[src/urb_pkg.sv]
// Purpose: Shared constants for the serial receive buffer and status block
// Assumes: Byte-wide register port, registers at word indices 0..3
// Notes:   Bit positions and reset values are named here once

package urb_pkg;

    // Register port geometry
    localparam int          URB_ADDR_W       = 2;
    localparam int          URB_DATA_W       = 8;

    // Register indices
    localparam logic [1:0]  URB_OFS_STATUS_A = 2'h0;
    localparam logic [1:0]  URB_OFS_CTRL_B   = 2'h1;
    localparam logic [1:0]  URB_OFS_CTRL_C   = 2'h2;
    localparam logic [1:0]  URB_OFS_DATA     = 2'h3;

    // Status A field positions
    localparam int          URB_A_RXC        = 7;
    localparam int          URB_A_FE         = 4;
    localparam int          URB_A_DOR        = 3;
    localparam int          URB_A_PE         = 2;

    // Control B field positions
    localparam int          URB_B_RXCIE      = 7;
    localparam int          URB_B_RXEN       = 4;
    localparam int          URB_B_SIZE2      = 2;
    localparam int          URB_B_RX9        = 1;
    localparam int          URB_B_TX9        = 0;

    // Control C field positions
    localparam int          URB_C_PAR_EN     = 5;
    localparam int          URB_C_PAR_ODD    = 4;
    localparam int          URB_C_STOP2      = 3;
    localparam int          URB_C_SIZE_HI    = 2;
    localparam int          URB_C_SIZE_LO    = 1;

    // Reset values of the writable registers
    localparam logic [7:0]  URB_RST_CTRL_B   = 8'h00;
    localparam logic [7:0]  URB_RST_CTRL_C   = 8'h06;

    // Character size code for nine-bit frames
    localparam logic [2:0]  URB_SIZE_9BIT    = 3'h7;

    // Receive frame states
    typedef enum logic [1:0] {
        URB_ST_IDLE = 2'b00,
        URB_ST_DATA = 2'b01,
        URB_ST_PAR  = 2'b10,
        URB_ST_STOP = 2'b11
    } urb_state_t;

endpackage : urb_pkg

[src/urb_rx_buffer.sv]
// Purpose: Receive shift logic, two-entry receive FIFO, status and flags
// Assumes: Front end delivers start and voted bits on the system clock
// Notes:   Baud timing and majority voting live outside this block

`timescale 1ns/1ps

module urb_rx_buffer
    import urb_pkg::*;
#(
    parameter int DEPTH = 2
) (
    // Clock and reset
    input  wire logic                  clk,
    input  wire logic                  sys_rst,
    // Register port
    input  wire logic [URB_ADDR_W-1:0] reg_addr,
    input  wire logic [URB_DATA_W-1:0] reg_wdata,
    input  wire logic                  reg_wr,
    input  wire logic                  reg_rd,
    output logic      [URB_DATA_W-1:0] reg_rdata,
    // Bit front end
    input  wire logic                  start_det,
    input  wire logic                  bit_strobe,
    input  wire logic                  bit_val,
    // System side
    output logic                       rx_irq,
    output logic                       rx_pin_override
);

    localparam int PTR_W = (DEPTH > 1) ? $clog2(DEPTH) : 1;
    localparam int CNT_W = $clog2(DEPTH + 1);
    localparam int ENT_W = 12;

    // Data bits for a size code
    function automatic logic [3:0] size_bits(input logic [2:0] code);
        logic [3:0] n;
        n = 4'h8;
        case (code)
            3'h0:    n = 4'h5;
            3'h1:    n = 4'h6;
            3'h2:    n = 4'h7;
            3'h7:    n = 4'h9;
            default: n = 4'h8;
        endcase
        return n;
    endfunction : size_bits

    // Pointer advance with wrap
    function automatic logic [PTR_W-1:0] ptr_inc(input logic [PTR_W-1:0] p);
        return (p == PTR_W'(DEPTH - 1)) ? '0 : p + PTR_W'(1);
    endfunction : ptr_inc

    // Control registers
    logic [URB_DATA_W-1:0] ctrl_b_ff;        // Enables and size bit
    logic [URB_DATA_W-1:0] ctrl_c_ff;        // Parity, stop, size
    logic [URB_DATA_W-1:0] rdata_ff;         // Read data register

    // Receive engine
    urb_state_t            state_ff;         // Frame position
    urb_state_t            nxt_state;
    logic [8:0]            shreg_ff;         // Serial shift register
    logic [3:0]            bitcnt_ff;        // Data bits taken
    logic                  pbit_ff;          // Received parity bit
    logic [8:0]            hold_data_ff;     // Completed frame waiting
    logic                  hold_fe_ff;       // Stop bit was low
    logic                  hold_pe_ff;       // Parity mismatch seen
    logic                  hold_vld_ff;      // Slot holds a frame
    logic                  dor_pend_ff;      // Lost frame not yet reported

    // FIFO storage: {dor, pe, fe, data[8:0]}
    logic [ENT_W-1:0]      mem_ff [DEPTH];
    logic [PTR_W-1:0]      wptr_ff;
    logic [PTR_W-1:0]      rptr_ff;
    logic [CNT_W-1:0]      count_ff;

    // Field decode
    wire        rx_en      = ctrl_b_ff[URB_B_RXEN];
    wire        rxcie      = ctrl_b_ff[URB_B_RXCIE];
    wire        par_en     = ctrl_c_ff[URB_C_PAR_EN];
    wire        par_odd    = ctrl_c_ff[URB_C_PAR_ODD];
    wire [2:0]  size_code  = {ctrl_b_ff[URB_B_SIZE2],
                              ctrl_c_ff[URB_C_SIZE_HI:URB_C_SIZE_LO]};
    wire [3:0]  nbits      = size_bits(size_code);
    wire [8:0]  data_mask  = 9'h1FF >> (4'h9 - nbits);

    // Bus decode
    wire        wr_b       = reg_wr && (reg_addr == URB_OFS_CTRL_B);
    wire        wr_c       = reg_wr && (reg_addr == URB_OFS_CTRL_C);
    wire        rd_data    = reg_rd && (reg_addr == URB_OFS_DATA);

    // FIFO conditions
    wire        fifo_empty = (count_ff == '0);
    wire        fifo_full  = (count_ff == CNT_W'(DEPTH));
    wire        rx_cmpl    = !fifo_empty;
    wire        pop        = rd_data && !fifo_empty;
    wire        push       = hold_vld_ff && !fifo_full && rx_en;
    wire        overrun    = start_det && hold_vld_ff && fifo_full
                             && rx_en;

    // Head entry fields, zero when empty
    wire [ENT_W-1:0] head    = fifo_empty ? '0 : mem_ff[rptr_ff];
    wire [8:0]       head_d  = head[8:0];
    wire             head_fe = head[9];
    wire             head_pe = head[10];
    wire             head_dr = head[11];

    // Stop-bit frame assembly
    wire        frame_end  = (state_ff == URB_ST_STOP) && bit_strobe;
    wire [8:0]  frame_d    = (shreg_ff >> (4'h9 - nbits)) & data_mask;
    wire        par_calc   = ^frame_d ^ pbit_ff ^ par_odd;
    wire        frame_pe   = par_en && par_calc;
    wire        frame_fe   = !bit_val;
    wire        last_bit   = (bitcnt_ff == nbits - 4'h1);

    // Read mux; status writes are not stored
    wire [URB_DATA_W-1:0] stat_a = (URB_DATA_W'(rx_cmpl) << URB_A_RXC)
                                 | (URB_DATA_W'(head_fe) << URB_A_FE)
                                 | (URB_DATA_W'(head_dr) << URB_A_DOR)
                                 | (URB_DATA_W'(head_pe) << URB_A_PE);
    wire [URB_DATA_W-1:0] ctrl_b_rd = (ctrl_b_ff & ~(8'h01 << URB_B_RX9))
                                    | (URB_DATA_W'(head_d[8]) << URB_B_RX9);
    wire [URB_DATA_W-1:0] rd_mux =
        (reg_addr == URB_OFS_STATUS_A) ? stat_a    :
        (reg_addr == URB_OFS_CTRL_B)   ? ctrl_b_rd :
        (reg_addr == URB_OFS_CTRL_C)   ? ctrl_c_ff : head_d[7:0];

    // Outputs
    assign reg_rdata       = rdata_ff;
    assign rx_irq          = rxcie && rx_cmpl;
    assign rx_pin_override = rx_en;

    // Control register writes
    always_ff @(posedge clk) begin
        if (sys_rst) begin
            ctrl_b_ff <= URB_RST_CTRL_B;
            ctrl_c_ff <= URB_RST_CTRL_C;
        end else begin
            if (wr_b) begin
                ctrl_b_ff <= reg_wdata;
            end
            if (wr_c) begin
                ctrl_c_ff <= reg_wdata;
            end
        end
    end

    // Read data stands one cycle after the strobe
    always_ff @(posedge clk) begin
        if (sys_rst) begin
            rdata_ff <= '0;
        end else if (reg_rd) begin
            rdata_ff <= rd_mux;
        end
    end

    // Frame state transitions
    always_comb begin
        nxt_state = state_ff;
        case (state_ff)
            URB_ST_IDLE: begin
                if (start_det) begin
                    nxt_state = URB_ST_DATA;
                end
            end
            URB_ST_DATA: begin
                // Parity slot only when checking is on
                if (bit_strobe && last_bit) begin
                    nxt_state = par_en ? URB_ST_PAR : URB_ST_STOP;
                end
            end
            URB_ST_PAR: begin
                if (bit_strobe) begin
                    nxt_state = URB_ST_STOP;
                end
            end
            URB_ST_STOP: begin
                // Further stop bits are left to the idle line
                if (bit_strobe) begin
                    nxt_state = URB_ST_IDLE;
                end
            end
            default: nxt_state = URB_ST_IDLE;
        endcase
    end

    // Shift engine; disable drops it at once
    always_ff @(posedge clk) begin
        if (sys_rst || !rx_en) begin
            state_ff  <= URB_ST_IDLE;
            shreg_ff  <= '0;
            bitcnt_ff <= '0;
            pbit_ff   <= 1'b0;
        end else begin
            state_ff <= nxt_state;
            if (state_ff == URB_ST_IDLE) begin
                bitcnt_ff <= '0;
            end
            if (bit_strobe && state_ff == URB_ST_DATA) begin
                shreg_ff  <= {bit_val, shreg_ff[8:1]};
                bitcnt_ff <= bitcnt_ff + 4'h1;
            end
            if (bit_strobe && state_ff == URB_ST_PAR) begin
                pbit_ff <= bit_val;
            end
        end
    end

    // Holding slot between shift register and FIFO
    always_ff @(posedge clk) begin
        if (sys_rst || !rx_en) begin
            hold_vld_ff  <= 1'b0;
            hold_data_ff <= '0;
            hold_fe_ff   <= 1'b0;
            hold_pe_ff   <= 1'b0;
        end else if (frame_end) begin
            hold_vld_ff  <= 1'b1;
            hold_data_ff <= frame_d;
            hold_fe_ff   <= frame_fe;
            hold_pe_ff   <= frame_pe;
        end else if (push || overrun) begin
            // Overrun discards the waiting character
            hold_vld_ff  <= 1'b0;
        end
    end

    // Overrun pending until a frame reaches the FIFO
    always_ff @(posedge clk) begin
        if (sys_rst || !rx_en) begin
            dor_pend_ff <= 1'b0;
        end else if (overrun) begin
            dor_pend_ff <= 1'b1;
        end else if (push) begin
            dor_pend_ff <= 1'b0;
        end
    end

    // FIFO pointers and fill count
    always_ff @(posedge clk) begin
        if (sys_rst || !rx_en) begin
            wptr_ff  <= '0;
            rptr_ff  <= '0;
            count_ff <= '0;
        end else begin
            if (push) begin
                wptr_ff <= ptr_inc(wptr_ff);
            end
            if (pop) begin
                rptr_ff <= ptr_inc(rptr_ff);
            end
            if (push && !pop) begin
                count_ff <= count_ff + CNT_W'(1);
            end else if (pop && !push) begin
                count_ff <= count_ff - CNT_W'(1);
            end
        end
    end

    // FIFO storage; flags travel with their frame
    always_ff @(posedge clk) begin
        if (push) begin
            mem_ff[wptr_ff] <= {dor_pend_ff, hold_pe_ff,
                                hold_fe_ff, hold_data_ff};
        end
    end
endmodule : urb_rx_buffer

[config.mk]
export PLATFORM = sky130hd
export DESIGN_NAME = urb_rx_buffer
export DESIGN_NICKNAME = d
export VERILOG_FILES = /design/src/urb_pkg.sv /design/src/urb_rx_buffer.sv
export SDC_FILE = /design/constraint.sdc
export NUM_CORES = 1
export LEC_CHECK = 0
export ABC_AREA = 0
export BUFFER_PORTS_ARGS = -buffer_cell sky130_fd_sc_hd__buf_2
export CAP_MARGIN = 15
export CORE_ASPECT_RATIO = 0.6
export CORE_MARGIN = 8
export CORE_UTILIZATION = 40
export DETAILED_ROUTE_END_ITERATION = 8
export GPL_ROUTABILITY_DRIVEN = 0
export PLACE_DENSITY_LB_ADDON = 0.1
export SETUP_SLACK_MARGIN = 0.02
export SLEW_MARGIN = 40
export SYNTH_ARGS = -nofsm -noshare
export SYNTH_HDL_FRONTEND = slang
export SYNTH_SLANG_ARGS = --single-unit
export TNS_END_PERCENT = 20
[constraint.sdc]
create_clock -name clk -period 3.4 [get_ports clk]
set_input_delay 0.51 -clock clk [delete_from_list [all_inputs] [get_ports clk]]
set_output_delay 0.51 -clock clk [all_outputs]
set_load 0.1 [all_outputs]
==> impl_metrics.csv, run 1 <==
group,metric,value,unit
status,status,"finished, final reports clean",
clock_network,cts_hold_buf,0,
route,wl_per_cell,17.2,um
global_route,grt_usage,0.156,
timing,setup_tns,0,ns
synth,synth_area_leader_cell,"dfxtp_1",
synth,yosys-top-cells-count,"68 x nand2_1, 57 x dfxtp_1, 51 x a21oi_1",
clock_network,clock-sinks,81,
setup_path,crit_chain,"a21oi_1, inv_1, ha_1, inv_1, a41o_1, a2111oi_2, xnor3_1, xor2_1, xnor2_1, o41ai_2",
timing,period_share,0.862,
finish,final_nets,499,
route,drcViolationCount,0,
route,drt-total-wl,10500,um
timing,rsz0062_at_grt,"no",
timing,final_hold_viol_count,0,
clock_network,clk_latency,0.34,ns
timing,finalSetupViolations,0,
synth,synthTopCellsByArea,"dfxtp_1 27%, edfxtp_1 17%, a21oi_1 6.1%",
setup_path,crit_required,3.64,ns
clock_network,numCtsBuffers,9,
setup_path,setup.worst_path.end_class,"flip-flop",
floorplan,ioPinCount,27,
synth,ys.flop_type,"dfxtp_1",
global_route,grt_overflow,0,
route,drt-initial-drc-count,250,
synth,syn-num-nets,478,
placement,port_buffers,26,
synth,yosys_warnings,0,
setup_path,path_class,"reg2reg",
floorplan,die_w,148,um
synth,ys_ff_latch,81,
timing,worstMarginPinSlew,0.797,ns
route,firstDrtPassIters,4,
finish,fill_cells,975,
floorplan,core_area,0.00998,sq mm
finish,drive_gt1_frac,0.143,
global_route,grt_max_degree,25,
synth,synth_edf_count,24,
setup_path,arrival,3.17,ns
timing,fin_ws,0.470,ns
synth,syn_area,0.00415,sq mm
finish,n_antenna_cell,0,
setup_path,critPathMaxFanout,8,
clock_network,cts_tree,"built",
timing,fin_crit,2.93,ns
power_and_ir_drop,p_per_area,480,mW/mm^2
setup_path,cp_slowest_cell,"xnor3_1",
clock_network,clock_path_buffers,2,
clock_network,cts_htree_levels,3,
floorplan,rows,28,
setup_path,worst_path_most_repeated_cell,"inv_1",
power_and_ir_drop,power.total,2.26,mW
timing,maxSlewViolCount,0,
floorplan,start_util,0.416,
route,via_per_inst,5.39,
synth,synth.distinct_cells,62,
finish,synthToLayoutAreaGrowth,13.1,%
global_route,grt_pass1_wl,16800,um
placement,dp_hpwl,7600,um
route,via_count,3293,
global_route,grt_antenna_before_repair,0,
synth,syn_inst,450,
floorplan,die_area,0.0140,sq mm
power_and_ir_drop,peakVddDrop,0.253,mV
clock_network,path_clk_slew,0.06,ns
clock_network,ctsResizeCount,0,
global_route,grt_pass1_vias,3002,
synth,avgSynthCellArea,9.23,sq um
synth,synth_top_area_frac,0.275,
route,detail-route-antenna-nets,0,
setup_path,critPathLaunchType,"flip-flop",
hold_path,hold_path_class,"in2reg",
clock_network,cts_root_buffer,"clkbuf_16",
setup_path,max_stage_delay,0.48,ns
run,drv_cap,0,
timing,clock.fmax,341,MHz
synth,yosys.cell_count.top_type,"nand2_1",
clock_network,postCtsSetupBuffers,0,
power_and_ir_drop,p_leak,1.70,nW
floorplan,die_h,94.9,um
placement,dpl_worst_slack,0.459,ns
synth,async_flop_share,0,
timing,max_slew_margin,0.467,
synth,seq_area_frac_synth,0.448,
timing,skew,0.00641,ns
[worst paths after layout]
path | from | end | slack [ns] | depth (start not counted)
worst min-delay path | bit_val | hold_fe_ff$_SDFFE_PP0P_ | 0.40 | 2
worst max-delay path | ctrl_b_ff[2]$_SDFFE_PP0P_ | hold_pe_ff$_SDFFE_PP0P_ | 0.47 | 10
worst min register to register | hold_data_ff[8]$_SDFFE_PP0P_ | mem_ff[1][8]$_DFFE_PP_ | 0.46 | 0
worst max register to register | ctrl_b_ff[2]$_SDFFE_PP0P_ | hold_pe_ff$_SDFFE_PP0P_ | 0.47 | 10
[sequential cells by signal, indices dropped and copies added (netlist names), named ones only]
register / cells
bitcnt_ff: 4
count_ff: 2
ctrl_b_ff: 7
ctrl_c_ff: 8
dor_pend_ff: 1
hold_data_ff: 9
hold_fe_ff: 1
hold_pe_ff: 1
hold_vld_ff: 1
mem_ff: 24
pbit_ff: 1
reg_rdata: 8
rptr_ff: 1
shreg_ff: 9
state_ff: 2
wptr_ff: 1
[critical path, delay by kind of cell (launching register included)]
family / cells / cell delay (ns)
AO/OA/AOI/OAI: 4 / 0.98
XOR/XNOR: 3 / 0.79
adder cells (fa/ha/maj): 1 / 0.45
buffers and inverters: 2 / 0.23
flip-flops: 1 / 0.39
[cells in the final DEF, fill, tap and decap left out, types with 3 or more instances in the layout]
master / netlist / final
a211oi_1: 9 / 9
a21oi_1: 51 / 51
a22oi_1: 5 / 5
and2_1: 7 / 7
and3_1: 4 / 4
buf_2: 3 / 26
buf_4: 1 / 11
clkbuf_16: 0 / 9
dfxtp_1: 57 / 57
edfxtp_1: 24 / 24
ha_1: 11 / 11
inv_1: 18 / 18
mux2i_1: 18 / 18
mux4_2: 4 / 4
nand2_1: 68 / 68
nand3_1: 18 / 18
nor2_1: 34 / 34
nor2b_1: 5 / 5
nor3_1: 12 / 12
o211ai_1: 3 / 3
o21ai_0: 12 / 12
o221ai_1: 4 / 4
o22ai_1: 6 / 6
xnor2_1: 6 / 6
xor2_1: 7 / 7
[routing by layer]
layer | part of all wire | wire length [um] | GRT usage | vias up
met5 | 0 | 0 | 0 | -
met4 | 0.010 | 106 | 0.0414 | 0
met3 | 0.055 | 580 | 0.0406 | 9
met2 | 0.38 | 3950 | 0.197 | 63
met1 | 0.56 | 5880 | 0.246 | 1576
li1 | - | - | - | 1645
[stage by stage]
step | util | instance area, sq um | instances | hold slack [ns]
3_3_place_gp | 0.441 | 4410 | 595 | 0.439
2_1_floorplan | - | 4150 | 450 | 0.425
3_5_place_dp | 0.441 | 4410 | 595 | 0.443
6_report | 0.470 | 4700 | 611 | 0.404
5_1_grt | 0.470 | 4700 | 611 | 0.403
4_1_cts | 0.470 | 4700 | 611 | 0.397
[cell families after synthesis]
| group | share of synthesized area |
|---|---|
| AOI/OAI and AO/OA | 0.173 |
| xor gates and xnor gates | 0.0425 |
| adders and majority gates | 0.0331 |
| buffers and inverters | 0.0470 |
| DFF | 0.448 |
| muxes | 0.0750 |
| and+or+nand+nor | 0.181 |
[report_power, final]
| part | internal [mW] | leakage (nW) | switching (mW) |
|---|---|---|---|
| Clock | 0.568 | 0.141 | 0.390 |
| Combinational | 0.105 | 0.824 | 0.187 |
| Sequential | 0.999 | 0.736 | 0.00784 |
| Total | 1.67 | 1.70 | 0.585 |
[area by class of cell]
| type | instances | area, sq um | share of cell area |
|---|---|---|---|
| multi-input combinational | 324 | 2100 | 0.446 |
| sequential | 81 | 1860 | 0.396 |
| tap | 135 | 169 | 0.0360 |
| clock buffer | 11 | 233 | 0.0495 |
| timing repair buffer | 37 | 213 | 0.0453 |
| clock inverter | 5 | 56.3 | 0.0120 |
| inverter | 18 | 67.6 | 0.0144 |
Power figures use the tool's default switching activity.
==> run 2: changes to the inputs <==
clock period = 2.6 ns   (was 3.4 ns; I/O delays follow)
==> run 2 against run 1 <==
First-iteration DRC count is 22% lower. Clock-buffer cell count down 2. Global-route usage grew 0.24 points. Clock power increased by 36%. Critical path depth did not move. Register-to-register slack got worse by 0.39 ns. Sequential power up 31%. Final cell count rose by 3.4%. Via count up 4.7%. Critical path type unchanged. Highest routed layer unchanged.
==> impl_metrics.csv, run 2 (synthesized netlist as in run 1, its figures left out) <==
group,metric,value,unit
timing,max_slew_margin,0.594,
global_route,grt_pass1_wl,17400,um
route,wl_per_cell,16.9,um
timing,fin_ws,0.0852,ns
route,drt-initial-drc-count,194,
floorplan,ioPinCount,27,
run,drv_cap,0,
setup_path,path_buf_inv,2,
global_route,grt_usage,0.158,
clock_network,path_clk_slew,0.07,ns
timing,worstMarginPinSlew,0.605,ns
status,status,"finished, final reports clean",
setup_path,cp_slowest_cell,"a2111o_1",
timing,maxSlewViolCount,0,
clock_network,postCtsSetupBuffers,0,
route,via_per_inst,5.45,
timing,period_share,0.967,
route,firstDrtPassIters,4,
timing,holdWs,0.299,ns
finish,final_design_area_no_fill,0.00497,sq mm
power_and_ir_drop,peakVddDrop,0.354,mV
timing,skew,0.00846,ns
route,drt-total-wl,10700,um
floorplan,core_area,0.00998,sq mm
floorplan,die_area,0.0140,sq mm
setup_path,crit_chain,"buf_6, buf_4, nand2_4, mux2_4, a2111o_1, xnor2_2, mux2i_1, a21oi_2, xnor2_1, o41ai_2",
hold_path,hold_path_class,"in2reg",
route,via_count,3447,
clock_network,cts_htree_levels,3,
placement,port_buffers,26,
global_route,grt_pass1_vias,3232,
clock_network,cts_tree,"built",
finish,final_cell_mix,"67 x nand2_1, 55 x dfxtp_1, 50 x a21oi_1, 34 x nor2_1, 31 x buf_4",
setup_path,timing.critical_path.max_delay_family,"compound AO/OA/AOI/OAI gates",
power_and_ir_drop,p_leak,1.82,nW
power_and_ir_drop,p_per_area,618,mW/mm^2
timing,final_hold_viol_count,0,
floorplan,die_h,94.9,um
setup_path,arrival,2.76,ns
setup_path,crit_required,2.85,ns
finish,largest_reg_flops,24,
setup_path,setup.worst_path.end_class,"flip-flop",
setup_path,critPathLaunchType,"flip-flop",
timing,setup_tns,0,ns
clock_network,cts_root_buffer,"clkbuf_16",
setup_path,path_class,"reg2reg",
clock_network,clock_path_buffers,2,
timing,clock.fmax,398,MHz
finish,drive_gt1_frac,0.213,
finish,fin_util,0.497,
route,drcViolationCount,0,
timing,rsz0062_at_grt,"yes",
clock_network,numCtsBuffers,9,
global_route,grt_overflow,0,
finish,final_common_cell,"nand2_1",
clock_network,clk_latency,0.34,ns
route,detail-route-antenna-nets,0,
placement,dp_hpwl,7920,um
finish,final_nets,520,
timing,finalSetupViolations,0,
finish,n_antenna_cell,0,
setup_path,critPathMaxFanout,15,
floorplan,die_w,148,um
global_route,use_met1,0.242,
finish,synthToLayoutAreaGrowth,19.6,%
global_route,top_usage_layer,"met1",
timing,fin_crit,2.51,ns
global_route,grt_antenna_before_repair,0,
global_route,grt_max_degree,24,
placement,dpl_worst_slack,-0.0698,ns
global_route,grt_use_met2,0.203,
placement,placed_area,0.00461,sq mm
setup_path,max_stage_delay,0.48,ns
floorplan,rows,28,
global_route,met3_usage,0.0521,
clock_network,cts_hold_buf,0,
finish,registers.top_by_ff_count,"mem_ff",
floorplan,start_util,0.416,
clock_network,clock-sinks,81,
finish,layout_top_registers,"mem_ff: 24 flops, hold_data_ff: 9 flops, shreg_ff: 9 flops",
-- run 2: changes by cell type in the layout (fill, tap and decap cells not counted), moves of 2 or more --
cell,previous run,this run
clkinv_4,2,0
inv_6,0,2
xnor2_1,6,4
dfxtp_1,57,55
inv_1,18,16
buf_4,11,31
dfxtp_4,0,2
clkbuf_1,2,0
clkinvlp_4,0,2
-- run 2: through the flow --
step                power [mW]  cells
finish                    3.07    632
global placement          1.78    616
global route              3.19    632
floorplan                 1.65    450
CTS                       3.07    632
detailed placement        1.78    616
-- run 2: worst paths after layout --
kind | start | end | slack, ns | cells after the start
setup / recovery | ctrl_c_ff[2]$_SDFFE_PP1P_ | hold_pe_ff$_SDFFE_PP0P_ | 0.09 | 10
hold / removal | bit_val | hold_fe_ff$_SDFFE_PP0P_ | 0.30 | 2
setup reg to reg | ctrl_c_ff[2]$_SDFFE_PP1P_ | hold_pe_ff$_SDFFE_PP0P_ | 0.09 | 10
hold reg to reg | ctrl_c_ff[0]$_SDFFE_PP0P_ | ctrl_c_ff[0]$_SDFFE_PP0P_ | 0.46 | 2
-- run 2: area by class of cell --
class / instances / area, sq um
clock buffers: 9 / 225
fillers: 943 / 5020
repair buffers: 58 / 374
clock inverters: 7 / 76.3
well taps: 135 / 169
inverters: 18 / 71.3
flip-flops and latches: 81 / 1870
multi-input cells: 324 / 2180
-- run 2: repair_timing --
action                                 in CTS  in global routing
setup endpoints to repair                   2                  3
resized for setup                           3                 10
endpoints found under the hold margin       0                  0
-- run 2: metal layers --
metal	share of wire	vias up
met1	0.53	1677
li1	-	1683
met5	0	-
met3	0.078	2
met4	0.0029	0
met2	0.38	85
-- run 2: report_power, final --
group	switching (mW)	leakage, nW	internal (mW)
Clock	0.542	0.148	0.754
Sequential	0.0130	0.736	1.30
Combinational	0.270	0.938	0.184
==> run 3: changes to the inputs <==
clock period = 2.8 ns   (was 2.6 ns; I/O delays follow)
==> run 3 against run 2 <==
Final area shrank 2.1%. Utilization fell by 1.1 points. Combinational power is 15% lower. Routed wire length up 1.0%. Total power decreased by 5.6%.
==> impl_metrics.csv, run 3 (synthesized netlist as in run 1, its figures left out) <==
group,metric,value,unit
route,drcViolationCount,0,
power_and_ir_drop,peakVddDrop,0.330,mV
power_and_ir_drop,power.switching,0.728,mW
route,via_count,3378,
timing,fin_ws,0.228,ns
route,wl_per_cell,17.4,um
floorplan,core_area,0.00998,sq mm
finish,drive_gt1_frac,0.173,
finish,largest_reg_flops,24,
finish,seq_area,0.00186,sq mm
finish,layout_top_registers,"mem_ff: 24 flops, hold_data_ff: 9 flops, shreg_ff: 9 flops",
finish,synthToLayoutAreaGrowth,17.0,%
placement,dp_hpwl,7850,um
clock_network,cts_tree,"built",
clock_network,clock-sinks,81,
clock_network,clock_path_buffers,2,
power_and_ir_drop,power_frac_seq,0.422,
setup_path,crit_required,3.04,ns
global_route,grt_max_degree,24,
setup_path,path_class,"reg2reg",
route,detail-route-antenna-nets,0,
clock_network,cts_root_buffer,"clkbuf_16",
timing,fin_crit,2.57,ns
timing,period_share,0.919,
finish,fill_cells,951,
clock_network,cts_hold_buf,0,
global_route,grt_usage,0.157,
floorplan,ioPinCount,27,
setup_path,path_buf_inv,2,
clock_network,cts_htree_levels,3,
run,drv_cap,0,
finish,final_cell_mix,"67 x nand2_1, 57 x dfxtp_1, 51 x a21oi_1, 34 x nor2_1, 26 x buf_2",
timing,final_hold_viol_count,0,
timing,maxSlewViolCount,0,
floorplan,die_w,148,um
floorplan,die_area,0.0140,sq mm
placement,dpl_worst_slack,0.156,ns
power_and_ir_drop,p_clk_frac,0.445,
floorplan,die_h,94.9,um
finish,n_antenna_cell,0,
route,drt-initial-drc-count,288,
hold_path,hold_path_class,"in2reg",
power_and_ir_drop,power_frac_comb,0.132,
route,drt-total-wl,10800,um
clock_network,postCtsSetupBuffers,0,
global_route,grt_overflow,0,
finish,final_common_cell,"nand2_1",
timing,max_slew_margin,0.464,
finish,final_nets,509,
setup_path,critPathLaunchType,"flip-flop",
finish,registers.top_by_ff_count,"mem_ff",
timing,finalSetupViolations,0,
floorplan,rows,28,
status,status,"finished, final reports clean",
setup_path,crit_chain,"a21oi_1, inv_1, ha_4, inv_1, a41o_1, a2111oi_4, xnor3_1, xor2_1, xnor2_1, o41ai_2",
setup_path,worst_path_most_repeated_cell,"inv_1",
clock_network,path_clk_slew,0.06,ns
clock_network,clk_latency,0.33,ns
setup_path,max_stage_delay,0.35,ns
timing,clock.fmax,389,MHz
setup_path,cp_slowest_cell,"ha_4",
route,firstDrtPassIters,4,
timing,worstMarginPinSlew,0.803,ns
setup_path,timing.critical_path.max_delay_family,"compound AO/OA/AOI/OAI gates",
placement,port_buffers,26,
timing,setup_tns,0,ns
timing,skew,0.00400,ns
power_and_ir_drop,swShare,0.251,
setup_path,critPathMaxFanout,7,
power_and_ir_drop,p_leak,1.78,nW
setup_path,arrival,2.81,ns
timing,rsz0062_at_grt,"no",
power_and_ir_drop,p_per_area,596,mW/mm^2
clock_network,numCtsBuffers,9,
finish,multi_input_area,0.00213,sq mm
global_route,grt_antenna_before_repair,0,
setup_path,setup.worst_path.end_class,"flip-flop",
global_route,grt_pass1_vias,3111,
route,via_per_inst,5.44,
global_route,grt_pass1_wl,17200,um
finish,fin_util,0.487,
power_and_ir_drop,p_int,2.17,mW
floorplan,start_util,0.416,
-- run 3: changes by cell type in the layout (fill, tap and decap cells not counted), sizes merged --
cell	before	now
bufinv	1	2
inv	20	19
clkinvlp	2	0
clkbuf	9	10
buf	58	47
clkinv	2	3
-- run 3: final timing paths --
path | endpoint | start | cells after the start | slack [ns]
max | hold_pe_ff$_SDFFE_PP0P_ | ctrl_c_ff[2]$_SDFFE_PP1P_ | 10 | 0.23
min | hold_fe_ff$_SDFFE_PP0P_ | bit_val | 2 | 0.34
max reg2reg | hold_pe_ff$_SDFFE_PP0P_ | ctrl_c_ff[2]$_SDFFE_PP1P_ | 10 | 0.23
min reg2reg | mem_ff[0][4]$_DFFE_PP_ | hold_data_ff[4]$_SDFFE_PP0P_ | 0 | 0.45
-- run 3: per-layer routing --
| layer | global-route usage | share of wire | vias up |
|---|---|---|---|
| li1 | - | - | 1665 |
| met3 | 0.0444 | 0.073 | 7 |
| met1 | 0.244 | 0.53 | 1626 |
| met5 | 0 | 0 | - |
| met4 | 0.0354 | 0.0067 | 0 |
| met2 | 0.203 | 0.39 | 80 |
-- run 3: stage by stage --
step	instance area [sq um]	instances	hold WS [ns]	power, mW
6_report	4860	621	0.341	2.90
5_1_grt	4860	621	0.338	3.00
4_1_cts	4840	621	0.324	2.91
3_5_place_dp	4510	605	0.438	1.62
3_3_place_gp	4510	605	0.437	1.61
2_1_floorplan	4170	450	0.425	1.52
-- run 3: power groups by stage --
stage | logic, mW | clock network [mW] | registers [mW]
2_1_floorplan | 0.232 | 0 | 1.28
3_3_place_gp | 0.365 | 0 | 1.25
3_5_place_dp | 0.369 | 0 | 1.25
4_1_cts | 0.372 | 1.32 | 1.22
5_1_grt | 0.416 | 1.37 | 1.22
6_report | 0.384 | 1.29 | 1.22
-- run 3: timing repair --
action,CTS,global route
setup endpoints to repair,0,1
endpoints found under the hold margin,0,0
gates resized for setup,0,3
-- run 3: layout make-up --
| class | count | area share |
|---|---|---|
| Timing Repair Buffer | 47 | 0.0618 |
| Tap cell | 135 | 0.0347 |
| Clock inverter | 6 | 0.0185 |
| Sequential cell | 81 | 0.383 |
| Clock buffer | 10 | 0.0492 |
| Multi-Input combinational cell | 324 | 0.439 |
| Inverter | 18 | 0.0139 |
